===== src/hw/pulse_counter_pkg.sv =====
/*
 Shared constants and types of the dual-channel pulse counter.
 Assumes a 40 MHz core clock and a 4-bit word-addressed register port.
*/
package pulse_counter_pkg;

    localparam int CLK_NS  = 25;
    // on-time and sample-time registers count in 1 us ticks
    localparam int TICK_NS = 1000;
    localparam logic [5:0] TICK_CYC = 6'(TICK_NS / CLK_NS);

    localparam logic [3:0] ADDR_CFG    = 4'h0;
    localparam logic [3:0] ADDR_CTRL   = 4'h1;
    localparam logic [3:0] ADDR_MAX0   = 4'h2;
    localparam logic [3:0] ADDR_MAX1   = 4'h3;
    localparam logic [3:0] ADDR_SETP0  = 4'h4;
    localparam logic [3:0] ADDR_SETP1  = 4'h5;
    localparam logic [3:0] ADDR_ONTIME = 4'h6;
    localparam logic [3:0] ADDR_RATE0  = 4'h7;
    localparam logic [3:0] ADDR_RATE1  = 4'h8;
    localparam logic [3:0] ADDR_CNT0   = 4'h9;
    localparam logic [3:0] ADDR_CNT1   = 4'ha;
    localparam logic [3:0] ADDR_PREV0  = 4'hb;
    localparam logic [3:0] ADDR_PREV1  = 4'hc;
    localparam logic [3:0] ADDR_RVAL0  = 4'hd;
    localparam logic [3:0] ADDR_RVAL1  = 4'he;
    localparam logic [3:0] ADDR_STAT   = 4'hf;

    localparam int CTRL_SWEN_LSB   = 0;
    localparam int CTRL_PRESET_LSB = 2;
    localparam int CFG_W           = 8;
    localparam int ONT_W           = 18;

    localparam logic [31:0] MAX16   = 32'h0000ffff;
    localparam logic [31:0] MAX_RST = 32'h0000ffff;

    typedef enum logic [1:0] {
        ARR_TWO16     = 2'h0,
        ARR_TWO16_OUT = 2'h1,
        ARR_ONE32_OUT = 2'h3,
        ARR_TWO32     = 2'h2
    } arr_t;

    typedef struct packed {
        logic       out_disable;
        logic [1:0] trig_sel;     // bit0 setpoint, bit1 maximum
        logic       fault_keep;   // outputs keep running on bus loss
        logic       rate_mode;
        arr_t       arr;
        logic       quad;
    } cfg_t;

    typedef struct packed {
        logic        ch;
        logic        out_b;
        logic [15:0] on_time;
    } ontime_t;

    typedef struct packed {
        logic a;
        logic b;
        logic dir_up;
        logic enable;
        logic preset;
        logic out_reset;
    } field_pins_t;

    typedef struct packed {
        logic step;
        logic up;
        logic enable;
        logic preset;
        logic out_reset;
    } field_ev_t;

endpackage


===== src/hw/field_input_decoder.sv =====
/*
 Field input conditioning for one counter channel: two-stage
 synchronisers on every terminal, then edge and level decoding.
 Assumes raw terminal levels, asynchronous to i_clock.
*/
`timescale 1ns/1ps
module field_input_decoder import pulse_counter_pkg::*; (
    // clock and control
    input  wire logic        i_clock,
    input  wire logic        i_reset,
    input  wire logic        i_clk_en,
    input  wire logic        i_quad,
    // terminals
    input  wire field_pins_t i_pins,
    // decoded events
    output field_ev_t        o_ev
);
    typedef struct packed {
        field_pins_t s1;
        field_pins_t s2;
        field_pins_t last;
    } sync_t;

    sync_t r_reg;
    sync_t r_next;

    always_comb begin
        r_next      = r_reg;
        r_next.s1   = i_pins;
        r_next.s2   = r_reg.s1;
        r_next.last = r_reg.s2;
    end

    always_ff @(posedge i_clock) begin
        if (i_reset) begin
            r_reg <= '0;
        end else if (i_clk_en) begin
            r_reg <= r_next;
        end
    end

    // quadrature counts every edge of both phases, pulse mode rising a only
    always_comb begin
        o_ev.step      = i_quad ? ((r_reg.s2.a ^ r_reg.last.a) | (r_reg.s2.b ^ r_reg.last.b))
                                : (r_reg.s2.a & ~r_reg.last.a);
        o_ev.up        = r_reg.s2.dir_up;
        o_ev.enable    = r_reg.s2.enable;
        o_ev.preset    = r_reg.s2.preset & ~r_reg.last.preset;
        o_ev.out_reset = r_reg.s2.out_reset & ~r_reg.last.out_reset;
    end

endmodule // field_input_decoder


===== src/hw/pulse_counter.sv =====
/*
 Dual-channel pulse / quadrature counter with preset, rate sampling and
 timed or latched outputs, reached over a plain register port.
 Assumes a bus master on i_clock; field terminals are asynchronous.
*/
// Behaviour
// - a counter advances only while hardware and software enables are both high
// - new maximum or any preset sets that counter's software enable
// - up direction: preset or maximum load clears the counter to zero
// - up counting wraps from maximum to zero on the next pulse
// - down direction: preset or maximum load loads the maximum
// - down counting wraps from zero back to the maximum
// - disabled counters hold their value and ignore pulses
// - of hardware and software presets the latest one decides the state
// - writing a maximum or sample time presets that counter
// - a field input selects the count direction
// - presets come from a field input or a software command
// - software picks pulse or quadrature, widths with outputs, count or rate
// - an option keeps or inhibits outputs when the backplane link is lost
// - outputs fire on setpoint, maximum, both, or are disabled
// - in count mode an output asserts when its trigger point is reached
// - no outputs in two-32-bit arrangement or rate mode
// - one programmed on-time, for one channel and one output only
// - latched outputs clear by field reset, or when the controller stops
// - last completed rate sample stays readable during counting
// - value from just before a preset stays readable
// - trigger to output change stays well under 40 us
`timescale 1ns/1ps
module pulse_counter import pulse_counter_pkg::*; (
    // clock and reset
    input  wire logic              i_clock,
    input  wire logic              i_reset,
    input  wire logic              i_clk_en,
    // register port
    input  wire logic [3:0]        i_addr,
    input  wire logic [31:0]       i_wdata,
    input  wire logic              i_wr,
    input  wire logic              i_rd,
    output logic      [31:0]       o_rdata,
    // field terminals, channel 0 and 1
    input  wire field_pins_t [1:0] i_field,
    // controller side status
    input  wire logic              i_bus_ok,
    input  wire logic              i_ctrl_run,
    // outputs {2B, 2A, 1B, 1A}
    output logic      [3:0]        o_out
);
    typedef struct packed {
        cfg_t             cfg;
        ontime_t          ont;
        logic [1:0]       sw_en;
        logic [1:0][31:0] maxv;
        logic [1:0][31:0] setp;
        logic [1:0][31:0] rate_time;
        logic [1:0][31:0] cnt;
        logic [1:0][31:0] prev;
        logic [1:0][31:0] acc;
        logic [1:0][31:0] rate_val;
        logic [1:0][31:0] tmr;
        logic [5:0]       tick_div;
        logic [15:0]      on_cnt;
        logic [3:0]       raw;
        logic [3:0]       drive;
        logic [31:0]      rdata;
    } state_t;

    state_t r_reg;
    state_t r_next;

    field_ev_t [1:0]  ev;
    logic [1:0]       wr_max;
    logic [1:0]       wr_rate;
    logic [1:0]       sw_preset;
    logic [1:0]       load;
    logic [1:0]       run;
    logic [1:0]       active;
    logic [1:0]       out_ok;
    logic [1:0][31:0] em;
    logic [1:0][31:0] em_new;
    logic [1:0]       timed_idx;
    logic             tick;

    function automatic logic [31:0] eff_max(arr_t a, logic [31:0] m);
        return (a == ARR_TWO16 || a == ARR_TWO16_OUT) ? (m & MAX16) : m;
    endfunction

    function automatic logic [31:0] step_val(logic up, logic [31:0] c, logic [31:0] m);
        if (up) begin
            return (c >= m) ? 32'h0 : 32'(c + 32'h1);
        end
        return (c == 32'h0 || c > m) ? m : 32'(c - 32'h1);
    endfunction

    function automatic logic [31:0] preset_val(logic up, logic [31:0] m);
        return up ? 32'h0 : m;
    endfunction

    genvar g;
    generate
        for (g = 0; g < 2; g++) begin : g_in
            field_input_decoder u_dec (
                .i_clock  (i_clock),
                .i_reset  (i_reset),
                .i_clk_en (i_clk_en),
                .i_quad   (r_reg.cfg.quad),
                .i_pins   (i_field[g]),
                .o_ev     (ev[g])
            );
        end
    endgenerate

    assign wr_max    = {i_wr && i_addr == ADDR_MAX1, i_wr && i_addr == ADDR_MAX0};
    assign wr_rate   = {i_wr && i_addr == ADDR_RATE1, i_wr && i_addr == ADDR_RATE0};
    assign sw_preset = (i_wr && i_addr == ADDR_CTRL) ?
                       i_wdata[CTRL_PRESET_LSB +: 2] : 2'h0;
    // hardware and software presets are single events on one clock, so
    // applying each as it comes makes the later one win
    assign load      = {ev[1].preset, ev[0].preset} | sw_preset
                     | wr_max | wr_rate;
    // counter 0 idles when the pair is run as one 32-bit counter
    assign active    = {1'b1, r_reg.cfg.arr != ARR_ONE32_OUT};
    assign run       = {ev[1].enable, ev[0].enable} & r_reg.sw_en & active;
    assign out_ok[0] = r_reg.cfg.arr == ARR_TWO16_OUT && !r_reg.cfg.rate_mode
                     && !r_reg.cfg.out_disable;
    assign out_ok[1] = (r_reg.cfg.arr == ARR_TWO16_OUT || r_reg.cfg.arr == ARR_ONE32_OUT)
                     && !r_reg.cfg.rate_mode && !r_reg.cfg.out_disable;
    assign timed_idx = {r_reg.ont.ch, r_reg.ont.out_b};
    assign tick      = r_reg.tick_div == 6'(TICK_CYC - 6'h1);
    assign em[0]     = eff_max(r_reg.cfg.arr, r_reg.maxv[0]);
    assign em[1]     = eff_max(r_reg.cfg.arr, r_reg.maxv[1]);
    assign em_new[0] = eff_max(r_reg.cfg.arr, wr_max[0] ? i_wdata : r_reg.maxv[0]);
    assign em_new[1] = eff_max(r_reg.cfg.arr, wr_max[1] ? i_wdata : r_reg.maxv[1]);

    always_comb begin
        r_next          = r_reg;
        r_next.rdata    = 32'h0;
        r_next.tick_div = tick ? 6'h0 : 6'(r_reg.tick_div + 6'h1);

        // register writes
        if (i_wr) begin
            case (i_addr)
                ADDR_CFG:    r_next.cfg          = cfg_t'(i_wdata[CFG_W-1:0]);
                ADDR_CTRL:   r_next.sw_en        = i_wdata[CTRL_SWEN_LSB +: 2];
                ADDR_MAX0:   r_next.maxv[0]      = i_wdata;
                ADDR_MAX1:   r_next.maxv[1]      = i_wdata;
                ADDR_SETP0:  r_next.setp[0]      = i_wdata;
                ADDR_SETP1:  r_next.setp[1]      = i_wdata;
                ADDR_ONTIME: r_next.ont          = ontime_t'(i_wdata[ONT_W-1:0]);
                ADDR_RATE0:  r_next.rate_time[0] = i_wdata;
                ADDR_RATE1:  r_next.rate_time[1] = i_wdata;
                default:     r_next.rdata        = 32'h0;
            endcase
        end

        // timed output runs down in 1 us ticks, then drops
        if (tick && r_reg.on_cnt != 16'h0) begin
            r_next.on_cnt = 16'(r_reg.on_cnt - 16'h1);
            if (r_reg.on_cnt == 16'h1) begin
                r_next.raw[timed_idx] = 1'b0;
            end
        end
        // a stopped controller drops every latched output; an on-time of
        // zero leaves the timed output latched, so it is dropped as well
        if (!i_ctrl_run) begin
            for (int i = 0; i < 4; i++) begin
                if (2'(i) != timed_idx || r_reg.ont.on_time == 16'h0) begin
                    r_next.raw[i] = 1'b0;
                end
            end
        end

        for (int c = 0; c < 2; c++) begin
            if (ev[c].out_reset) begin
                r_next.raw[2*c +: 2] = 2'h0;
            end
            if (load[c]) begin
                r_next.prev[c]  = r_reg.cnt[c];
                r_next.cnt[c]   = preset_val(ev[c].up, em_new[c]);
                r_next.sw_en[c] = 1'b1;
                r_next.acc[c]   = 32'h0;
                r_next.tmr[c]   = 32'h0;
                if (wr_rate[c]) begin
                    r_next.rate_val[c] = 32'h0;
                end
            end else if (run[c]) begin
                if (ev[c].step) begin
                    r_next.cnt[c] = step_val(ev[c].up, r_reg.cnt[c], em[c]);
                    // triggers fire on the cycle the count lands, and drive is built from
                    // the new raw value, so the output changes on the same clock as the count
                    if (out_ok[c] && !r_reg.cfg.rate_mode) begin
                        if (r_reg.cfg.trig_sel[0] && r_next.cnt[c] == r_reg.setp[c]) begin
                            r_next.raw[2*c] = 1'b1;
                            if (timed_idx == 2'(2*c)) begin
                                r_next.on_cnt = r_reg.ont.on_time;
                            end
                        end
                        if (r_reg.cfg.trig_sel[1] && r_next.cnt[c] == em[c]) begin
                            r_next.raw[2*c+1] = 1'b1;
                            if (timed_idx == 2'(2*c+1)) begin
                                r_next.on_cnt = r_reg.ont.on_time;
                            end
                        end
                    end
                end
                if (r_reg.cfg.rate_mode) begin
                    r_next.acc[c] = 32'(r_reg.acc[c] + {31'h0, ev[c].step});
                    if (tick && r_reg.rate_time[c] != 32'h0) begin
                        if (32'(r_reg.tmr[c] + 32'h1) >= r_reg.rate_time[c]) begin
                            r_next.rate_val[c] = r_next.acc[c];
                            r_next.acc[c]      = 32'h0;
                            r_next.tmr[c]      = 32'h0;
                        end else begin
                            r_next.tmr[c] = 32'(r_reg.tmr[c] + 32'h1);
                        end
                    end
                end
            end
            // a disabled counter keeps cnt untouched
        end

        // bus loss inhibits outputs unless configured to keep them
        r_next.drive = r_next.raw & {out_ok[1], out_ok[1], out_ok[0], out_ok[0]}
                     & {4{i_bus_ok || r_reg.cfg.fault_keep}};

        if (i_rd) begin
            case (i_addr)
                ADDR_CFG:    r_next.rdata = {24'h0, r_reg.cfg};
                ADDR_CTRL:   r_next.rdata = {30'h0, r_reg.sw_en};
                ADDR_MAX0:   r_next.rdata = r_reg.maxv[0];
                ADDR_MAX1:   r_next.rdata = r_reg.maxv[1];
                ADDR_SETP0:  r_next.rdata = r_reg.setp[0];
                ADDR_SETP1:  r_next.rdata = r_reg.setp[1];
                ADDR_ONTIME: r_next.rdata = {14'h0, r_reg.ont};
                ADDR_RATE0:  r_next.rdata = r_reg.rate_time[0];
                ADDR_RATE1:  r_next.rdata = r_reg.rate_time[1];
                ADDR_CNT0:   r_next.rdata = r_reg.cnt[0];
                ADDR_CNT1:   r_next.rdata = r_reg.cnt[1];
                ADDR_PREV0:  r_next.rdata = r_reg.prev[0];
                ADDR_PREV1:  r_next.rdata = r_reg.prev[1];
                ADDR_RVAL0:  r_next.rdata = r_reg.rate_val[0];
                ADDR_RVAL1:  r_next.rdata = r_reg.rate_val[1];
                ADDR_STAT:   r_next.rdata = {20'h0, r_reg.drive, ev[1].up, ev[0].up,
                                             run, ev[1].enable, ev[0].enable,
                                             r_reg.sw_en};
                default:     r_next.rdata = 32'h0;
            endcase
        end
    end

    always_ff @(posedge i_clock) begin
        if (i_reset) begin
            r_reg      <= '0;
            r_reg.maxv <= {MAX_RST, MAX_RST};
        end else if (i_clk_en) begin
            r_reg <= r_next;
        end
    end

    assign o_rdata = r_reg.rdata;
    assign o_out   = r_reg.drive;
endmodule // pulse_counter


===== config.mk =====
export PLATFORM = sky130hd
export DESIGN_NAME = pulse_counter
export DESIGN_NICKNAME = d
export VERILOG_FILES = /design/src/hw/pulse_counter_pkg.sv /design/src/hw/field_input_decoder.sv /design/src/hw/pulse_counter.sv
export SDC_FILE = /design/constraint.sdc
export NUM_CORES = 2
export LEC_CHECK = 0
export ABC_AREA = 0
export BUFFER_PORTS_ARGS = -buffer_cell sky130_fd_sc_hd__buf_2
export CORE_UTILIZATION = 40
export CTS_CLUSTER_DIAMETER = 200
export DETAILED_ROUTE_END_ITERATION = 6
export SLEW_MARGIN = 20
export SYNTH_ARGS = -nofsm -noshare
export SYNTH_HDL_FRONTEND = slang
export SYNTH_SLANG_ARGS = --single-unit

===== constraint.sdc =====
create_clock -name i_clock -period 14.9 [get_ports i_clock]
set_input_delay 0 -clock i_clock [delete_from_list [all_inputs] [get_ports i_clock]]
set_output_delay 0 -clock i_clock [all_outputs]
set_load 0.01 [all_outputs]

# [Yosys cells after proc, flatten, opt, wreduce, memory -nomap -nowiden]
# Index checks and enable logic that the tools add are counted.
[word_totals] ff_bits=634 input_bits=55 out_inout_bits=36 word_cells=333
[op_classes] add_sub_neg=10 magnitude_cmp=8 n_eq_ne=32 mux=118 bitwise_logic=27 n_reduce_logical=74
[op_table] cell="two-way mux 32 bit" n=67
[op_table] cell="one-hot mux 32 bit (16 select lines)" n=1
[op_table] cell="two-way mux 194 bit" n=1
[op_table] cell="two-way mux 16 bit" n=11
[op_table] cell="adder 32 x 1 -> 32 bit (second input constant)" n=4
[op_table] cell="equality test 32 bit" n=4
[op_table] cell="greater-or-equal comparator 32 bit" n=4
[op_table] cell="two-way mux 18 bit" n=4
[op_table] cell="adder 32 x 1 -> 32 bit" n=2
[op_table] cell="greater-than comparator 32 bit" n=2
[op_table] cell="zero test 32 bit" n=2
[op_table] cell="nonzero test 32 bit" n=2
[op_table] cell="subtractor 32 x 1 -> 32 bit (second input constant)" n=2
[op_table] cell="AND reduction 3 bit" n=14
[op_table] cell="equality test 4 bit (second input constant)" n=8
[op_table] cell="nonzero test 2 bit" n=15
[op_table] cell="two-way mux 1 bit" n=20
[op_table] cell="two-way mux 20 bit" n=1
[op_table] cell="logical AND 1 bit" n=19
[op_table] cell="two-way mux 17 bit" n=1
[op_table] cell="equality test 16 x 1 -> 1 bit (second input constant)" n=1
[op_table] cell="equality test 4 x 3 -> 1 bit (second input constant)" n=4
[op_table] cell="zero test 16 bit" n=1
[op_table] cell="two-way mux 2 bit" n=8
[op_table] cell="other kinds (31)" n=71

# [Logic depth before layout (Yosys ltp)]
[depth] depth_word=30 mapped_depth=28 ltp_nobuf=24

# [Hierarchy]
# From an unflattened synthesis, not the netlist that was laid out.
[hier_totals] cells_unflattened=5617 hier_area_um2=41332.1
[by_module_without_submodules] mod="pulse_counter" n_inst=1 cells_per_inst=5495 area_each_um2=40045.9 seq_area_each_um2=12051.6
[by_module_without_submodules] mod="field_input_decoder" n_inst=2 cells_per_inst=61 area_each_um2=643.1 seq_area_each_um2=320.3

# [Worst setup path before layout]
# OpenSTA, ideal clock, no wires.
[synth_path] kind="reg-to-reg" start="register r_reg[94] (netlist name)" end="register r_reg[169] (netlist name)" setup_ns=0.128 t_arrival_ns=5.627 t_required_ns=14.772 slack_ns=9.145 stages_incl_launch_ff=28 n_path_buf=3 synth_period_minus_slack_ns=5.755 path_cell_list="dfxtp_1 -> ha_1 -> and3_1 -> and3_1 -> and3_1 -> nor2b_1 -> and3_1 -> and2_1 -> nand2b_1 -> nor2_1 -> xor2_1 -> ha_1 -> a21o_1 -> a21o_1 -> a21o_1 -> a21o_1 -> a21o_1 -> a21oi_1 -> and4b_1 -> o211a_1 -> or3_1 -> clkbuf_1 -> o21ai_0 -> nand3_1 -> clkbuf_1 -> clkbuf_1 -> mux2i_1 -> nor2_1"
[synth_via] elab_chain_cells=4
[synth_rtl] element="start, declared" line="pulse_counter.sv:67" rtl="state_t r_reg;"
[synth_rtl] element="start signal, assigned" line="pulse_counter.sv:255" rtl="r_reg <= r_next;"
[synth_rtl] element="adder 32 x 1 -> 32 bit" line="pulse_counter.sv:208" rtl="if (32'(r_reg.tmr[c] + 32'h1) >= r_reg.rate_time[c]) begin"
[synth_rtl] element="greater-or-equal comparator 32 bit" line="pulse_counter.sv:208"
[synth_rtl] element="nonzero test 2 bit (no line)"
[synth_rtl] element="AND reduction 6 bit (no line)"
# No other way between the ends.
# A chain may end at the register's enable or synchronous reset.

# [Worst setup path after layout]
[layout_path] start="register r_reg[596] (netlist name)" end="register r_reg[48] (netlist name)"
[layout_via] elab_chain_cells=27 elab_cells_between_ends=58 cone_classes="order compare: 4; eq/ne: 7; mux: 31; bitwise: 1; reduce/logical: 15"
[layout_rtl] element="equality test 2 x 1 -> 1 bit / zero test 2 bit (equally long branches)" line="pulse_counter.sv:84, pulse_counter.sv:123, pulse_counter.sv:125"
[layout_rtl] element="logical OR 1 bit" line="pulse_counter.sv:84" rtl="return (a == ARR_TWO16 || a == ARR_TWO16_OUT) ? (m & MAX16) : m;"
[layout_rtl] element="two-way mux 32 bit" line="pulse_counter.sv:84"
[layout_rtl] element="greater-or-equal comparator 32 bit / greater-than comparator 32 bit (equally long branches)" line="pulse_counter.sv:89, pulse_counter.sv:91"
[layout_rtl] element="two-way mux 32 bit / logical OR 1 bit (equally long branches)" line="pulse_counter.sv:89, pulse_counter.sv:91"
[layout_rtl] element="two-way mux 32 bit, on equally long branches" line="pulse_counter.sv:88, pulse_counter.sv:91"
[layout_rtl] element="two-way mux 32 bit" line="pulse_counter.sv:91" rtl="return (c == 32'h0 || c > m) ? m : 32'(c - 32'h1);"
[layout_rtl] element="two-way mux 32 bit" line="pulse_counter.sv:186" rtl="if (ev[c].step) begin"
[layout_rtl] element="[... 11 more ...]"
[layout_rtl] element="two-way mux 16 bit" line="pulse_counter.sv:193" rtl="if (timed_idx == 2'(2*c)) begin"
[layout_rtl] element="two-way mux 16 bit" line="pulse_counter.sv:191" rtl="if (r_reg.cfg.trig_sel[0] && r_next.cnt[c] == r_reg.setp[c]) begin"
[layout_rtl] element="two-way mux 16 bit" line="pulse_counter.sv:199" rtl="if (timed_idx == 2'(2*c+1)) begin"
[layout_rtl] element="two-way mux 17 bit" line="pulse_counter.sv:197" rtl="if (r_reg.cfg.trig_sel[1] && r_next.cnt[c] == em[c]) begin"
[layout_rtl] element="two-way mux 18 bit" line="pulse_counter.sv:190" rtl="if (out_ok[c] && !r_reg.cfg.rate_mode) begin"
[layout_rtl] element="two-way mux 18 bit" line="pulse_counter.sv:186"
[layout_rtl] element="two-way mux 18 bit" line="pulse_counter.sv:185" rtl="end else if (run[c]) begin"
[layout_rtl] element="two-way mux 18 bit *" line="pulse_counter.sv:176" rtl="if (load[c]) begin"
# Mark *: on every way between the ends. The rest lies on a longest branch, timed or not. The select of a mux whose other input is x is not followed.

==> metrics <==
Max VDD drop ~0.000097 V; first-pass GRT wire length approximately 320 mm; Design Power roughly 0.0053 W; Setup Buffers After CTS 0; clk_lat worst skew 0.69 ns; hold buffers post-CTS 58; R2R Path End r_reg[48]; Setup Skew between 0.06 and 0.07 ns; Syn Area/Cell between 7 and 8 um2; Crit Path Class reg -> reg; WP data arrival ~8.0 ns; clk sinks ~630; # H-tree levels 3; vias roughly 46000; die width between 300 and 400 um; Comb pwr share between 20 and 30%; failing checks design-rule violations; final WL between 200 and 250 mm; fin crit share 49.7%; setup TNS 0 ns; global route overflow 0; # IOs 91; Remaining DRCs 3; post-cts sizing count 0; largest net degree at the start of global routing between 100 and 150; routability cong. roughly 1.1; post-synth top area share between 30% and 40%; Critical Path End Type register; worst relative slew slack 16.2%; FF+latch count, synth 634; RSZ-0062 raised after global routing no; Net Sw Frac a little under two fifths; WP data required between 15 and 20 ns; flop2flop setup slack around 7.5 ns; Distinct cells, synth 93; met3 Resource Use GR between 10% and 20%; Overall Global Routing Usage 43.1%; Root Driver clkbuf_16; Pleak around 17 nW; max frequency about 130 MHz; Post-synth EDFFs 0; PortBufs 90; met1 Use GR 56.8%; top cell type by total area after synthesis dfxtp_1; share of cells above drive strength 1 under 10%; Reg power frac between 30% and 40%; switching power ~0.002 W; synth-to-layout area growth 11.1%; Internal between 0.003 and 0.004 W; start point of the worst hold path i_bus_ok; Max Cap Viol 0; fin util 45.0%; Min-Delay Path Class in -> reg; Slew Viols, Final 0; initial antenna violation count 25; DR vias/cell 6.70; Rows around 120; final net count 5697; Post-Layout Cell Count 6935; worst setup path endpoint r_reg[48]; M2 GR Usage 62.5%; syn nets 5846; crit path launch type register; Initial Utilization about two fifths; pre-CTS worst setup slack 7.88 ns; area of the die 105000 um2; core area about 100000 um2; most frequent cells in the layout 935 x nand2_1, 631 x dfxtp_1, 563 x a21oi_1; cells after synthesis around 5600; Final Hold Viols 0; largest fanout on the critical path 47; Detail Placement HPWL between 150 and 200 mm; Die Ht about 320 um; Post-Syn Area roughly 41000 um2; final setup margin around 7.5 ns; sequential share of the synthesized area between 30 and 40%; Largest register FFs 566; Hold Path Stages 5; commonest non-fill, non-tap cell in the layout nand2_1; r2r worst-path depth 18; DR WL/cell ~34 um; yosys warns 0; final worst path period need ~7.4 ns; status finished with violations; vias in the first global route 41500; Clk pwr share about two fifths; Worst Max-Slew Pin Slew between 1 and 1.5 ns; largest cells by area after synthesis dfxtp_1 31%, nand2_1 8.5%, a21oi_1 6.9%; DP Cell Count 6729; Post-DRT Antenna Nets 0; Starting DRT DRC Count slightly above 7000; clock buffer depth 3; pwr dens ~110 nW/um2; number of buffers created by CTS 77; Final Setup Violations 0; worst reg2reg startpoint r_reg[596]; Synth Flop Type dfxtp_1; Setup crit start r_reg[596]; GRT Max-Usage Layer met2; Clk pin slew, worst setup/hold paths 0.06 ns; Detailed Routing Iterations Pass 1 7; CTS tree done; FFs w/ async S/R, synth 0%
[critical path: stages (launching register included)]
cell	delay, ns
dfxtp_2	0.36
buf_4	0.56
and2_1	0.38
inv_1	0.11
ha_1	0.31
nand4_1	0.17
nor4_1	0.79
o31a_1	0.91
nor3_1	0.15
buf_4	0.22
and3_1	0.16
o31ai_1	0.42
nand4b_1	0.21
a221oi_1	0.61
nor3b_1	0.66
nand4_1	0.24
and2_4	0.31
nand2b_1	0.26
a221o_1	0.34
[metal layers]
layer | up-vias | share of wire (%)
li1 | 20100 | -
met1 | 22500 | 40
met2 | 3075 | 41
met3 | 746 | 12
met4 | 24 | 7.0
met5 | - | 0.063
[Yosys cell counts, types with 143 or more instances]
cell type    n
nor3_1     172
inv_1      169
o21ai_0    215
xnor2_1    156
a22oi_1    191
a21oi_1    567
nand2_1    937
ha_1       143
dfxtp_1    634
nand3_1    189
nor2_1     384
clkbuf_1   425
[per-stage QoR]
step                      instance area (um2)  hold WS (ns)
final                                   46000        0.0395
after global routing                    46000        0.0816
after CTS                               46000       0.00445
after detailed placement                42700         0.244
after global placement                  42700         0.237
after floorplan                         41400         0.147
[layout make-up]
type / count / area (um2)
fill: 10500 / 56200
multi-input combinational: 4325 / 26100
sequential: 634 / 12700
clock buffer: 101 / 2160
timing repair buffer: 290 / 2110
tap: 1368 / 1710
inverter: 171 / 642
clock inverter: 38 / 532
antenna: 8 / 20.0
[power groups by stage]
stage	sequential (W)	combinational (W)	clock [W]
floorplan	0.00176	0.000830	0
global placement	0.00179	0.00139	0
detailed placement	0.00179	0.00137	0
CTS	0.00175	0.00139	0.00204
global route	0.00175	0.00150	0.00211
finish	0.00176	0.00148	0.00203
[how the worst min path moves through the flow]
stage / endpoint / slack [ns]
CTS: o_out[2] / 0.004
floorplan: g_in[0].u_dec.r_next[10] / 0.15
detailed placement: g_in[0].u_dec.r_next[10] / 0.24
global placement: g_in[0].u_dec.r_next[8] / 0.24
global route: r_reg[575] / 0.08
finish: o_out[2] / 0.04
[logic make-up (layout without fill, tap and decap cells)]
kind of cell / count (synthesis) / after routing / share of synthesized area (%)
and+or+nand+nor: 2239 / 2239 / 25.4
AOI/OAI and AO/OA: 1575 / 1575 / 24.7
buffers and inverters: 689 / 600 / 6.71
DFF: 634 / 634 / 30.7
xor gates and xnor gates: 261 / 261 / 5.64
adders and majority gates: 143 / 143 / 4.32
muxes: 107 / 107 / 2.59
other: 0 / 8 / 0
No activity file was read; power rests on OpenSTA's default activity.
